`src/inc/ext_bus_pkg.sv`:
```
/*
  Constants, types and timing figures shared by the external bus cycle sequencer.
  Assumes one 10 MHz clock and a half machine cycle derived from it by a divider.
*/
// Notes on behaviour
// - Multiplexed: drive address, pulse latch strobe, then withdraw address from bus.
// - Byte multiplexed: upper lane keeps driving A15..A8 for the whole access.
// - Segment address A17..A16 is never shared with data and always driven.
// - Multiplexed read: read strobe falls when the address is withdrawn and released.
// - Multiplexed read: capture data, then raise strobe; memory drives only meanwhile.
// - Multiplexed write: after address withdrawn, drive data, assert write strobe, end it.
// - Multiplexed write data stays on the bus until the next access starts.
// - Non-multiplexed: address held until next access, read strobe after fixed delay.
// - Non-multiplexed read: capture data, then remove read strobe.
// - Non-multiplexed write: drive data with write strobe, hold data until next cycle.
// - Programmed waits never lengthen on-chip memory accesses.
// - Zero to fifteen half-cycle waits per external access; reset gives fifteen.
// - Wait count is fifteen minus the four-bit field value.
// - Processor stalls while cycle-time waits run until the access completes.
// - Zero waits: multiplexed cycle three half cycles, non-multiplexed two.
// - Wait programming acts the same in every bus configuration.
// - One optional tri-state wait before the next address; reset inserts it.
// - After a read, next address waits until the tri-state wait elapses.
// - Processor does not stall during a tri-state wait.
// - Tri-state bit zero inserts one wait, one inserts none.
// - Multiplexed modes always add one implicit tri-state wait; the code adds it after reads only, never after writes.
package ext_bus_pkg;

  localparam int CLK_PERIOD_NS = 100;
  localparam int HALF_CYCLE_NS = 50;
  localparam int HALF_CYCLE_RAW = (HALF_CYCLE_NS + CLK_PERIOD_NS - 1) / CLK_PERIOD_NS;
  localparam int HALF_CYCLE_CLKS = (HALF_CYCLE_RAW < 1) ? 1 : HALF_CYCLE_RAW;
  localparam logic [3:0] TICK_LAST = 4'(HALF_CYCLE_CLKS - 1);

  localparam int ADDR_W = 18;
  localparam int DATA_W = 16;
  localparam int SEG_HI = 17;
  localparam int SEG_LO = 16;
  localparam int LANE_HI_MSB = 15;
  localparam int LANE_HI_LSB = 8;
  localparam int LANE_LO_MSB = 7;

  localparam logic [3:0] WAIT_FIELD_NONE = 4'hF;
  localparam logic TRISTATE_INSERT = 1'b0;
  localparam logic [4:0] MUX_BASE_HALVES = 5'h03;
  localparam logic [4:0] NONMUX_BASE_HALVES = 5'h02;
  localparam logic [1:0] TRI_CNT_ZERO = 2'h0;
  localparam logic [1:0] TRI_CNT_ONE = 2'h1;

  typedef struct packed {
    logic mux_mode;
    logic byte_mode;
    logic tristate_wait_bit;
    logic [3:0] cycle_wait_field;
  } system_bus_config_s;

  localparam system_bus_config_s CFG_RESET = '{mux_mode: 1'b1, byte_mode: 1'b0,
    tristate_wait_bit: 1'b0, cycle_wait_field: 4'h0};

  typedef struct packed {
    logic write;
    logic internal;
    logic [ADDR_W-1:0] addr;
    logic [DATA_W-1:0] wdata;
  } cpu_req_s;

  typedef enum logic [4:0] {
    ST_IDLE = 5'h01,
    ST_ADDR = 5'h02,
    ST_HOLD = 5'h04,
    ST_STROBE = 5'h08,
    ST_TRI = 5'h10
  } seq_state_e;

endpackage

```
`src/core/half_cycle_tick.sv`:
```
/*
  Divider giving a one-cycle enable pulse per half machine cycle.
  Assumes the single system clock and synchronous reset.
*/
`timescale 1ns/1ns
module half_cycle_tick
  import ext_bus_pkg::*;
(
  input wire logic i_clk,
  input wire logic i_rst,
  output logic o_tick
);

  logic [3:0] cnt_r;

  always_ff @(posedge i_clk)
  begin
    if (i_rst)
    begin
      cnt_r <= 4'h0;
      o_tick <= 1'b0;
    end
    else if (cnt_r == TICK_LAST)
    begin
      cnt_r <= 4'h0;
      o_tick <= 1'b1;
    end
    else
    begin
      cnt_r <= cnt_r + 4'h1;
      o_tick <= 1'b0;
    end
  end

endmodule // half_cycle_tick

```
`src/core/wait_counter.sv`:
```
/*
  Down counter of memory cycle time wait states, one step per tick.
  Assumes the caller loads it on entry to the strobe phase.
*/
`timescale 1ns/1ns
module wait_counter
  import ext_bus_pkg::*;
(
  input wire logic i_clk,
  input wire logic i_rst,
  input wire logic i_load,
  input wire logic [3:0] i_count,
  input wire logic i_tick,
  output logic o_done
);

  logic [3:0] cnt_r;

  always_ff @(posedge i_clk)
  begin
    if (i_rst)
      cnt_r <= 4'h0;
    else if (i_load)
      cnt_r <= i_count;
    else if (i_tick && cnt_r != 4'h0)
      cnt_r <= cnt_r - 4'h1;
  end

  assign o_done = (cnt_r == 4'h0);

endmodule // wait_counter

```
`src/core/external_bus_cycle_sequencer.sv`:
```
/*
  External bus cycle sequencer: multiplexed and non-multiplexed read and write
  cycles, cycle-time waits and tri-state waits.
  Assumes a CPU that holds a request until acknowledged and an external latch on ALE.
*/
`timescale 1ns/1ns
module external_bus_cycle_sequencer
  import ext_bus_pkg::*;
(
  input wire logic I_CLK,
  input wire logic I_RST,
  input wire logic I_CFG_WE,
  input wire system_bus_config_s I_CFG,
  input wire logic I_REQ,
  input wire cpu_req_s I_REQ_INFO,
  input wire logic [DATA_W-1:0] I_AD,
  output logic O_ACK,
  output logic [DATA_W-1:0] O_RDATA,
  output logic O_STALL,
  output logic [DATA_W-1:0] O_AD_OUT,
  output logic O_AD_OE_LO,
  output logic O_AD_OE_HI,
  output logic [DATA_W-1:0] O_ADDR,
  output logic [1:0] O_SEG,
  output logic O_ALE,
  output logic O_RD_N,
  output logic O_WR_N
);

  seq_state_e state_r;
  system_bus_config_s cfg_r;
  system_bus_config_s cfg_cur_r;
  cpu_req_s cur_r;
  logic [1:0] tri_cnt_r;
  logic [1:0] tri_total;
  logic [DATA_W-1:0] ad_meta_r;
  logic [DATA_W-1:0] ad_sync_r;
  logic tick;
  logic wait_done;
  logic take_int;
  logic start_ext;
  logic addr_end;
  logic hold_end;
  logic strobe_end;
  logic enter_strobe;
  logic [4:0] stall_len_r;
  logic [4:0] expect_len;

  half_cycle_tick u_tick (
    .i_clk(I_CLK),
    .i_rst(I_RST),
    .o_tick(tick)
  );

  // Inverted field: all ones means no waits
  wait_counter u_wait (
    .i_clk(I_CLK),
    .i_rst(I_RST),
    .i_load(enter_strobe),
    .i_count(~cfg_cur_r.cycle_wait_field),
    .i_tick(tick),
    .o_done(wait_done)
  );

  // Requests seen while the ack is out are ignored, so one held request is taken once
  assign take_int = I_REQ && I_REQ_INFO.internal && !O_STALL && !O_ACK;
  assign start_ext = I_REQ && !I_REQ_INFO.internal && (state_r == ST_IDLE) && !O_ACK;
  assign addr_end = (state_r == ST_ADDR) && tick;
  assign hold_end = (state_r == ST_HOLD) && tick;
  assign strobe_end = (state_r == ST_STROBE) && tick && wait_done;
  // Same wait load point for every configuration
  assign enter_strobe = (addr_end && !cfg_cur_r.mux_mode) || hold_end;
  assign tri_total = ((cfg_cur_r.tristate_wait_bit == TRISTATE_INSERT) ? TRI_CNT_ONE : TRI_CNT_ZERO)
    + (cfg_cur_r.mux_mode ? TRI_CNT_ONE : TRI_CNT_ZERO);

  always_ff @(posedge I_CLK)
  begin
    if (I_RST)
      cfg_r <= CFG_RESET;
    else if (I_CFG_WE)
      cfg_r <= I_CFG;
  end

  // Pin data is asynchronous to the clock; data must settle two clocks before capture
  always_ff @(posedge I_CLK)
  begin
    if (I_RST)
    begin
      ad_meta_r <= 16'h0000;
      ad_sync_r <= 16'h0000;
    end
    else
    begin
      ad_meta_r <= I_AD;
      ad_sync_r <= ad_meta_r;
    end
  end

  always_ff @(posedge I_CLK)
  begin
    if (I_RST)
    begin
      cur_r <= '0;
      cfg_cur_r <= CFG_RESET;
    end
    else if (start_ext)
    begin
      cur_r <= I_REQ_INFO;
      cfg_cur_r <= cfg_r;
    end
  end

  always_ff @(posedge I_CLK)
  begin
    if (I_RST)
    begin
      state_r <= ST_IDLE;
      tri_cnt_r <= TRI_CNT_ZERO;
    end
    else
    begin
      case (state_r)
        ST_IDLE:
        begin
          if (start_ext)
            state_r <= ST_ADDR;
        end
        ST_ADDR:
        begin
          if (tick)
            state_r <= cfg_cur_r.mux_mode ? ST_HOLD : ST_STROBE;
        end
        ST_HOLD:
        begin
          if (tick)
            state_r <= ST_STROBE;
        end
        ST_STROBE:
        begin
          if (strobe_end)
          begin
            // Next address waits for the memory to release the bus
            if (!cur_r.write && tri_total != TRI_CNT_ZERO)
            begin
              state_r <= ST_TRI;
              tri_cnt_r <= tri_total;
            end
            else
              state_r <= ST_IDLE;
          end
        end
        ST_TRI:
        begin
          if (tick)
          begin
            tri_cnt_r <= tri_cnt_r - TRI_CNT_ONE;
            if (tri_cnt_r == TRI_CNT_ONE)
              state_r <= ST_IDLE;
          end
        end
        default:
        begin
          state_r <= ST_IDLE;
          tri_cnt_r <= TRI_CNT_ZERO;
        end
      endcase
    end
  end

  always_ff @(posedge I_CLK)
  begin
    if (I_RST)
    begin
      O_AD_OUT <= 16'h0000;
      O_AD_OE_LO <= 1'b0;
      O_AD_OE_HI <= 1'b0;
      O_ADDR <= 16'h0000;
      O_SEG <= 2'h0;
      O_ALE <= 1'b0;
      O_RD_N <= 1'b1;
      O_WR_N <= 1'b1;
    end
    else if (start_ext)
    begin
      O_SEG <= I_REQ_INFO.addr[SEG_HI:SEG_LO];
      if (cfg_r.mux_mode)
      begin
        O_AD_OUT <= I_REQ_INFO.addr[DATA_W-1:0];
        O_AD_OE_LO <= 1'b1;
        O_AD_OE_HI <= 1'b1;
        O_ALE <= 1'b1;
      end
      else
      begin
        O_ADDR <= I_REQ_INFO.addr[DATA_W-1:0];
        O_AD_OE_LO <= 1'b0;
        O_AD_OE_HI <= 1'b0;
      end
    end
    else if (addr_end)
    begin
      if (cfg_cur_r.mux_mode)
        O_ALE <= 1'b0;
      else if (cur_r.write)
      begin
        O_AD_OUT <= cur_r.wdata;
        O_AD_OE_LO <= 1'b1;
        O_AD_OE_HI <= 1'b1;
        O_WR_N <= 1'b0;
      end
      else
        O_RD_N <= 1'b0;
    end
    else if (hold_end)
    begin
      if (cur_r.write)
      begin
        if (cfg_cur_r.byte_mode)
          O_AD_OUT[LANE_LO_MSB:0] <= cur_r.wdata[LANE_LO_MSB:0];
        else
          O_AD_OUT <= cur_r.wdata;
        O_WR_N <= 1'b0;
      end
      else
      begin
        O_AD_OE_LO <= 1'b0;
        O_AD_OE_HI <= cfg_cur_r.byte_mode;
        O_RD_N <= 1'b0;
      end
    end
    else if (strobe_end)
    begin
      // Drive enables stay as they are: written data is held until the next start
      O_RD_N <= 1'b1;
      O_WR_N <= 1'b1;
    end
  end

  always_ff @(posedge I_CLK)
  begin
    if (I_RST)
    begin
      O_ACK <= 1'b0;
      O_RDATA <= 16'h0000;
    end
    else
    begin
      O_ACK <= take_int || strobe_end;
      if (strobe_end && !cur_r.write)
      begin
        if (cfg_cur_r.mux_mode && cfg_cur_r.byte_mode)
          O_RDATA <= {8'h00, ad_sync_r[LANE_LO_MSB:0]};
        else
          O_RDATA <= ad_sync_r;
      end
    end
  end

  // Stall covers address, hold and strobe phases only, never the tri-state wait
  always_ff @(posedge I_CLK)
  begin
    if (I_RST)
      O_STALL <= 1'b0;
    else if (start_ext)
      O_STALL <= 1'b1;
    else if (strobe_end)
      O_STALL <= 1'b0;
  end

  always_ff @(posedge I_CLK)
  begin
    if (I_RST)
      stall_len_r <= 5'h00;
    else if (start_ext)
      stall_len_r <= 5'h00;
    else if (O_STALL)
      stall_len_r <= stall_len_r + 5'h01;
  end

  assign expect_len = (cfg_cur_r.mux_mode ? MUX_BASE_HALVES : NONMUX_BASE_HALVES)
    + {1'b0, ~cfg_cur_r.cycle_wait_field};
endmodule // external_bus_cycle_sequencer

```
`config.mk`:
```
export PLATFORM = sky130hd
export DESIGN_NAME = external_bus_cycle_sequencer
export DESIGN_NICKNAME = d
export VERILOG_FILES = /design/src/inc/ext_bus_pkg.sv /design/src/core/half_cycle_tick.sv /design/src/core/wait_counter.sv /design/src/core/external_bus_cycle_sequencer.sv
export SDC_FILE = /design/constraint.sdc
export NUM_CORES = 1
export LEC_CHECK = 0
export BUFFER_PORTS_ARGS = -buffer_cell sky130_fd_sc_hd__buf_2
export CAP_MARGIN = 20
export CORE_MARGIN = 1
export CORE_UTILIZATION = 56
export CTS_BUF_LIST = sky130_fd_sc_hd__clkbuf_8
export CTS_CLUSTER_DIAMETER = 60
export DETAILED_ROUTE_END_ITERATION = 8
export GPL_ROUTABILITY_DRIVEN = 0
export PLACE_DENSITY = 0.83
export SLEW_MARGIN = 30
export SYNTH_ARGS = -nofsm -noshare
export SYNTH_HDL_FRONTEND = slang
export SYNTH_SLANG_ARGS = --single-unit
```
`constraint.sdc`:
```
create_clock -name I_CLK -period 2.2 [get_ports I_CLK]
set_clock_uncertainty 0.05 [all_clocks]
set_input_delay 0.44 -clock I_CLK [delete_from_list [all_inputs] [get_ports I_CLK]]
set_output_delay 0.44 -clock I_CLK [all_outputs]
set_load 0.02 [all_outputs]
```
### Word level (Yosys, flattened, before mapping)

Index checks and enable logic that the tools add are counted.

| storage, ports and cells | value |
|---|---|
| logic and storage cells | 152 |
| input bits | 63 |
| bits in registers | 136 |

| operators by class | value |
|---|---|
| mux-type cells | 53 |
| $add $sub $neg | 4 |
| reduce and logical (&&, ||, !) cells | 43 |
| bitwise logic cells | 4 |
| equality and inequality tests | 19 |

Operators by type and width:

| operator | count |
|---|---|
| $mux 16 | 8 |
| $mux 5 | 7 |
| $mux 1 | 29 |
| $pmux 5 s5 | 1 |
| $logic_and 1x1->1 | 15 |
| $mux 4 | 3 |
| $reduce_and 4->1 | 3 |
| $reduce_bool 2->1 | 6 |
| $ne 2x2->1 const B | 5 |
| $logic_not 4->1 | 2 |
| $mux 8 | 1 |
| $ne 2x1->1 const B | 4 |
| $mux 2 | 3 |
| $ne 3x1->1 const B | 2 |
| $ne 3x3->1 const B | 2 |
| $pmux 2 s3 | 1 |
| $reduce_and 3->1 | 2 |
| $reduce_and 6->1 | 1 |
| $reduce_bool 3->1 | 2 |
| $eq 5x1->1 const B | 1 |
| $eq 5x2->1 const B | 1 |
| $eq 5x3->1 const B | 1 |
| $eq 5x4->1 const B | 1 |
| $eq 5x5->1 const B | 1 |
| 14 further kinds | 21 |

### Logic depth before layout (Yosys ltp)

Gate-level depths: netlist (run 1).

| depth | value |
|---|---|
| depth in word-level cells | 7 |
| mapped depth | 9 |

### Cells and area by module

From an unflattened synthesis (run 1), not the netlist that was laid out.

| unflattened totals | value |
|---|---|
| cells, all modules | 576 |
| area, all modules | 5117.4 µm² |

Modules (own cells, without submodules):

| module | sequential area each (µm²) | cells an instance | times used | area an instance (µm²) |
|---|---|---|---|---|
| external_bus_cycle_sequencer | 2542.4 | 527 | 1 | 4655.7 |
| wait_counter | 80.1 | 29 | 1 | 262.8 |
| half_cycle_tick | 100.1 | 20 | 1 | 198.9 |

### Worst setup path before layout (run 1)

OpenSTA, ideal clock, no wires.

| timing | value |
|---|---|
| path type | register -> register |
| start | register state_r[1] |
| end | register O_AD_OUT[14] |
| slack | 428 ps |
| library setup time | 70 ps |
| data required time | 2080 ps |
| data arrival time | 1652 ps |
| buffers on the path | 3 |
| clock period less this slack | 1772 ps |
| stages on the path, launching flop included | 9 |
| cells stage by stage | dfxtp_1 -> buf_6 -> nor3_4 -> nand4_4 -> and2_4 -> buf_6 -> buf_6 -> a211o_1 -> a21oi_1 |

| between the ends | value |
|---|---|
| cells in the longest elaborated chain, start to end | 5 |
| elaborated cells between the ends (all ways) | 15 |
| classes of those cells | eq/ne (6); mux (2); reduce/logical (7) |

Ends and longest elaborated chain:

| item | RTL line | text |
|---|---|---|
| start, declared | external_bus_cycle_sequencer.sv:30 | `seq_state_e state_r;` |
| start signal, assigned | external_bus_cycle_sequencer.sv:131 | `state_r <= cfg_cur_r.mux_mode ? ST_HOLD : ST_STROBE;` |
| $eq 5x1->1 | external_bus_cycle_sequencer.sv:67 | `assign start_ext = I_REQ && !I_REQ_INFO.internal && (state_r == ST_IDLE) && !O_ACK;` |
| $logic_and 1x1->1 (2 in a row) | external_bus_cycle_sequencer.sv:67 |  |
| $ne 3x3->1 (no line), or another cell as far along | -- |  |
| $reduce_and 5->1 (no line) | -- |  |
| end signal, assigned | external_bus_cycle_sequencer.sv:188 | `O_AD_OUT <= I_REQ_INFO.addr[DATA_W-1:0];` |
| end signal, assigned | external_bus_cycle_sequencer.sv:206 | `O_AD_OUT <= cur_r.wdata;` |
| end signal, assigned by index | external_bus_cycle_sequencer.sv:219 | `O_AD_OUT[LANE_LO_MSB:0] <= cur_r.wdata[LANE_LO_MSB:0];` |
| end, declared | external_bus_cycle_sequencer.sv:20 | `output logic [DATA_W-1:0] O_AD_OUT,` |

Several ways; a longest one is shown, not always the timed one.
A chain may end at the register's enable or synchronous reset.

### Worst setup path after layout (run 1)

| timing | value |
|---|---|
| start | register u_wait.cnt_r[0] |
| end | register O_RDATA[9] |

| between the ends | value |
|---|---|
| cells in the longest elaborated chain, start to end | 3 |

Ends and longest elaborated chain:

| item | RTL line | text |
|---|---|---|
| start, declared | wait_counter.sv:17 | `logic [3:0] cnt_r;` |
| start signal, assigned | wait_counter.sv:24 | `cnt_r <= i_count;` |
| start signal, assigned | wait_counter.sv:26 | `cnt_r <= cnt_r - 4'h1;` |
| $logic_not 4->1 | wait_counter.sv:29 | `assign o_done = (cnt_r == 4'h0);` |
| $logic_and 1x1->1 | external_bus_cycle_sequencer.sv:70 | `assign strobe_end = (state_r == ST_STROBE) && tick && wait_done;` |
| $logic_and 1x1->1 | external_bus_cycle_sequencer.sv:249 | `if (strobe_end && !cur_r.write)` |
| end signal, assigned | external_bus_cycle_sequencer.sv:252 | `O_RDATA <= {8'h00, ad_sync_r[LANE_LO_MSB:0]};` |
| end signal, assigned | external_bus_cycle_sequencer.sv:254 | `O_RDATA <= ad_sync_r;` |
| end, declared | external_bus_cycle_sequencer.sv:18 | `output logic [DATA_W-1:0] O_RDATA,` |

No other way between the ends.

==> impl_metrics.json, run 1 <==
{
  "cts.sinks": 136,
  "syn-num-nets": 653,
  "max_stage_delay_ns": 0.36,
  "peakVddDrop_mv": 0.489,
  "grt_pass1_wl_um": 19200,
  "dp.cells": 787,
  "violations": "design-rule violations",
  "syn_inst": 583,
  "worstSkewPairLatency_ns": 0.44,
  "crit_family": "simple AND/OR/NAND/NOR gates",
  "die_y_um": 98.5,
  "maxCapViolations": 0,
  "fp.dieW_um": 98.5,
  "multi_input_area_um2": 2260,
  "rows": 34,
  "port-buffer-count": 119,
  "leakage_uw": 0.00258,
  "setup_viol": 0,
  "crit_type": "reg2reg",
  "hold_buffers": 0,
  "post_cts_buffers": 0,
  "root_buffer": "clkbuf_8",
  "wl_per_cell_um": 14.2,
  "die_area_um2": 9700,
  "synth_area_um2": 5220,
  "finalHoldViolCount": 0,
  "place_hpwl_um": 8060,
  "layout-drive-gt1-share": 0.273,
  "ant_nets": 0,
  "fin_nets": 768,
  "slew_violations": 0,
  "critical-path-slowest-cell": "nor3b_1",
  "ios": 120,
  "design_area_um2": 6290,
  "vias_per_cell": 5.37,
  "drtIter0Drc": 222,
  "routed_wl_um": 11600,
  "cts_buffers": 17,
  "period_needed_ns": 2.06,
  "rsz0062_at_grt": "false",
  "arrival_ns": 2.37,
  "period_share": 0.936,
  "place_area_um2": 5880,
  "grt_max_degree": 55,
  "status": "complete, but fails checks",
  "powerDensity_nw_per_um2": 864,
  "crit_path_start_kind": "flop",
  "max_freq_ghz": 0.486,
  "async_flop_share": 0,
  "path_cells": "inv_1, ha_1, nor3b_1, nand4_1, nor2_2, buf_4, nand3_1, a21oi_1",
  "syn_to_final_growth_pct": 20.6,
  "antenna_cells": 0,
  "hold_class": "in2reg",
  "endpoint_kind": "flop",
  "drc": 10,
  "antenna_found_initial": 0,
  "nFillCells": 706,
  "clockBufferDepth": 2,
  "relSlewSlack": 0.587,
  "ys_warn_count": 0,
  "path_buf_inv": 2,
  "cp.required_ns": 2.51,
  "ctsResizeCount": 0,
  "max_slew.worst_pin.slew_ns": 0.620,
  "yosysSeqAreaShare": 0.522,
  "cts_tree": "yes",
  "mostFrequentLayoutCells": "136 x dfxtp_1, 136 x nand2_1, 118 x buf_2, 76 x a21oi_1, 36 x nor2b_1",
  "critPathMaxFanout": 16,
  "synth_edf_count": 0,
  "regArea_um2": 2720,
  "yosysUniqueCellTypes": 58,
  "drt_pre_antenna_iters": 7,
  "grt_pass1_vias": 4160,
  "dr_total_vias": 4399,
  "synth-main-ff-cell": "dfxtp_1",
  "setup_tns_ns": 0,
  "core_area_um2": 8850,
  "overflow": 0,
  "start_util": 0.589,
  "clk_pin_slew_worst_paths_ns": 0.08,
  "htreeDepth": 4,
  "grt_use_total": 0.248,
  "avgSynthCellArea_um2": 8.95,
  "ys_ff_latch": 136,
  "final_cell_count_no_fill": 819
}
per-layer routing:
metal	global-route usage	wire length (µm)	vias to the layer above
met4	0.0804	138	0
met5	0	0	-
met3	0.0603	502	14
li1	-	-	2189
met2	0.421	5870	117
met1	0.311	5110	2079
layout make-up:
type                    count  share of cell area
clock buffers              17              0.0372
inverters                  10             0.00597
multi-input cells         399               0.359
well taps                 108              0.0215
flip-flops and latches    136               0.433
clock inverters            15              0.0265
repair buffers            134               0.117
where the power goes:
group	internal (µW)	leakage (µW)	switching, µW
clock	1030	0.000200	1030
combinational	306	0.00127	399
sequential	2590	0.00111	85.2
total	3920	0.00258	1510
synth_stat cells (3+ instances only):
| master | number | area (µm²) |
|---|---|---|
| nand2_1 | 137 | 514 |
| dfxtp_1 | 136 | 2720 |
| a21oi_1 | 76 | 380 |
| nor2b_1 | 36 | 225 |
| nor2_1 | 27 | 101 |
| clkbuf_1 | 23 | 86.3 |
| nand3_1 | 14 | 70.1 |
| o21ai_0 | 14 | 70.1 |
| inv_1 | 10 | 37.5 |
| a311oi_1 | 8 | 70.1 |
| mux2i_1 | 8 | 80.1 |
| ha_1 | 7 | 87.6 |
| buf_2 | 6 | 30.0 |
| buf_6 | 6 | 67.6 |
| a211o_1 | 5 | 43.8 |
| a211o_2 | 5 | 50.1 |
| nor3b_1 | 5 | 37.5 |
| a211oi_1 | 3 | 22.5 |
| a31oi_1 | 3 | 18.8 |
| buf_4 | 3 | 22.5 |
worst paths after layout:
path,startpoint,slack (ns),cells past startpoint,endpoint
max reg2reg,u_wait.cnt_r[0],0.14,8,O_RDATA[9]
max,u_wait.cnt_r[0],0.14,8,O_RDATA[9]
min reg2reg,ad_meta_r[4],0.39,1,ad_sync_r[4]
min,I_AD[6],0.16,2,ad_meta_r[6]
logic make-up (layout without fill, tap and decap cells):
logic type,Yosys count,count (layout),synth area share
adders and majority gates,7,7,0.0168
AOI/OAI and AO/OA,127,127,0.147
DFF,136,136,0.522
xor gates and xnor gates,3,3,0.00648
muxes,10,10,0.0197
buffers and inverters,48,176,0.0468
and+or+nand+nor,252,252,0.241
state kept, by name, indices dropped and copies added (netlist names):
register and count:
cfg_r 7, cfg_cur_r 7, O_AD_OUT 16, O_STALL 1
ad_sync_r 16, tri_cnt_r 2, u_wait.cnt_r 4, O_RDATA 16
u_tick.cnt_r 4, u_tick.o_tick 1, O_WR_N 1, O_ADDR 16
O_ALE 1, state_r 5, O_AD_OE_LO 1, O_ACK 1
O_RD_N 1, cur_r 17, O_SEG 2, ad_meta_r 16
O_AD_OE_HI 1
per-stage QoR:
stage          hold slack, ns  total power (µW)  utilization  setup slack (ns)
6_report                0.158              5430        0.711             0.141
5_1_grt                 0.146              5660        0.711            0.0160
4_1_cts                 0.155              5450        0.710            0.0796
3_5_place_dp            0.370              3420        0.664             0.109
3_3_place_gp            0.366              3380        0.664             0.185
2_1_floorplan           0.364              3210            -             0.428
No activity file was read; power rests on OpenSTA's default activity.
==> run 2, diff against run 1 <==
--- a/config.mk
+++ b/config.mk
@@ -8,13 +8,14 @@
 export BUFFER_PORTS_ARGS = -buffer_cell sky130_fd_sc_hd__buf_2
 export CAP_MARGIN = 20
 export CORE_MARGIN = 1
-export CORE_UTILIZATION = 56
+export CORE_UTILIZATION = 55
 export CTS_BUF_LIST = sky130_fd_sc_hd__clkbuf_8
 export CTS_CLUSTER_DIAMETER = 60
 export DETAILED_ROUTE_END_ITERATION = 8
 export GPL_ROUTABILITY_DRIVEN = 0
-export PLACE_DENSITY = 0.83
+export PLACE_DENSITY = 0.82
 export SLEW_MARGIN = 30
 export SYNTH_ARGS = -nofsm -noshare
 export SYNTH_HDL_FRONTEND = slang
+export SYNTH_HIERARCHICAL = 1
 export SYNTH_SLANG_ARGS = --single-unit
==> impl_metrics.json, run 2 <==
{
  "status": "finished, final reports clean",
  "grt_use_total": 0.252,
  "synth_area_um2": 5120,
  "arrival_ns": 2.32,
  "endpoint_kind": "flop",
  "finalHoldViolCount": 0,
  "synth-main-ff-cell": "dfxtp_1",
  "crit_type": "reg2reg",
  "worstSkewPairLatency_ns": 0.43,
  "synth_most_common_cell": "dfxtp_1",
  "clockBufferDepth": 2,
  "die_y_um": 98.5,
  "core_area_um2": 8850,
  "top_register": "cur_r",
  "leakage_uw": 0.00274,
  "maxCapViolations": 0,
  "ys_ff_latch": 136,
  "slew_violations": 0,
  "nFillCells": 660,
  "cp.required_ns": 2.44,
  "synth_top_area_frac": 0.532,
  "wl_per_cell_um": 14.5,
  "root_buffer": "clkbuf_8",
  "syn_to_final_growth_pct": 25.1,
  "grt_pass1_vias": 4273,
  "grt_pass1_wl_um": 19600,
  "ys_warn_count": 6,
  "rsz0062_at_grt": "false",
  "largest_reg_flops": 17,
  "fin_nets": 772,
  "dp.cells": 792,
  "setup_viol": 0,
  "hold_depth": 2,
  "setup_tns_ns": 0,
  "syn_inst": 576,
  "ant_nets": 0,
  "synth_edf_count": 0,
  "relSlewSlack": 0.685,
  "regArea_um2": 2730,
  "cts.sinks": 136,
  "cts_buffers": 17,
  "grt_max_degree": 51,
  "start_util": 0.578,
  "clk_pin_slew_worst_paths_ns": 0.09,
  "layout-drive-gt1-share": 0.281,
  "rr_worst_depth": 8,
  "yosysUniqueCellTypes": 51,
  "multi_input_area_um2": 2180,
  "place_area_um2": 5940,
  "antenna_cells": 0,
  "place_hpwl_um": 8250,
  "syn-num-nets": 645,
  "synth_area_leader_cell": "dfxtp_1",
  "drtIter0Drc": 247,
  "die_area_um2": 9690,
  "drc": 0,
  "yosysSeqAreaShare": 0.532,
  "mostFrequentLayoutCells": "134 x dfxtp_1, 134 x nand2_1, 118 x buf_2, 65 x a21oi_1, 35 x nor2b_1",
  "port-buffer-count": 119,
  "routed_wl_um": 11900,
  "ios": 120,
  "design_area_um2": 6400,
  "netlist_top_cells_area": "dfxtp_1 53%, nand2_1 9.8%, a21oi_1 6.4%",
  "max_freq_ghz": 0.482,
  "async_flop_share": 0,
  "crit_path_start_kind": "flop",
  "max_slew.worst_pin.slew_ns": 0.472,
  "antenna_found_initial": 0,
  "period_needed_ns": 2.08,
  "powerDensity_nw_per_um2": 881,
  "holdWs_ns": 0.162,
  "rows": 34,
  "vias_per_cell": 5.43,
  "avgSynthCellArea_um2": 8.88,
  "synth_common_cells": "136 x dfxtp_1, 134 x nand2_1, 65 x a21oi_1, 35 x nor2b_1, 30 x nor2_1",
  "hold_class": "in2reg",
  "final_cell_count_no_fill": 824,
  "drt_pre_antenna_iters": 7,
  "period_share": 0.943,
  "critPathMaxFanout": 16,
  "cts_tree": "yes",
  "htreeDepth": 4,
  "fin_util": 0.724,
  "overflow": 0,
  "dr_total_vias": 4475,
  "fp.dieW_um": 98.5,
  "peakVddDrop_mv": 0.479
}
[run 2: cell types whose count changed after synthesis, moves of 4 or more]
cell / change
a211o_2: -5
o211a_1: +9
inv_1: +8
a211o_1: -5
nor3_1: +4
o21ai_0: -7
buf_1: +4
nand4_1: +8
a21oi_1: -11
[run 2: layer usage]
metal,vias up,wire length (µm),GRT usage
li1,2191,-,-
met1,2079,4990,0.312
met2,189,5910,0.426
met3,16,894,0.0716
met4,0,114,0.0781
met5,-,0,0
[run 2: power breakdown]
group | leakage, µW | internal [µW] | switching [µW]
combinational | 0.00142 | 350 | 418
clock | 0.000216 | 1170 | 1050
sequential | 0.00111 | 2580 | 73.7
[run 2: final timing paths]
kind / startpoint / endpoint / slack, ns
worst min register to register: ad_sync_r[2] / O_RDATA[2] / 0.38
worst max-delay path: u_wait/cnt_r[1] / O_RDATA[10] / 0.12
worst max register to register: u_wait/cnt_r[1] / O_RDATA[10] / 0.12
worst min-delay path: I_AD[4] / ad_meta_r[4] / 0.16
[run 2: area by class of cell]
type / count / share of cell area
flip-flops and latches: 136 / 0.426
multi-input cells: 385 / 0.340
repair buffers: 145 / 0.134
clock buffers: 17 / 0.0365
clock inverters: 15 / 0.0324
well taps: 108 / 0.0211
inverters: 18 / 0.0109
[run 2: cell families after synthesis]
| logic type | Yosys count | synth area share |
|---|---|---|
| adders and majority gates | 6 | 0.0147 |
| muxes | 10 | 0.0198 |
| xor gates and xnor gates | 3 | 0.00514 |
| DFF | 136 | 0.532 |
| AOI/OAI and AO/OA | 109 | 0.139 |
| and+or+nand+nor | 257 | 0.243 |
| buffers and inverters | 55 | 0.0465 |
[run 2: worst max-delay path, cell delays in order (launching register included)]
cell and delay [ns]:
dfxtp_2 0.33, inv_1 0.08, ha_1 0.17, or3b_4 0.40, inv_4 0.08, nand4_1 0.16
or2_2 0.46, nand2_1 0.13, a21oi_1 0.07
[run 2: through the flow]
step                      worst slack (ns)  total power, µW
after global placement             -0.0208             3400
after CTS                          0.00489             5630
final                                0.124             5640
after global routing               0.00474             5870
after floorplan                    0.00573             3160
after detailed placement            -0.182             3430
[run 2: repair_timing]
item	in CTS	in global routing
hold endpoints to repair	0	0
buffers inserted	0	0
hold buffers	0	0
endpoints found under the setup margin	0	31
resized for setup	0	10
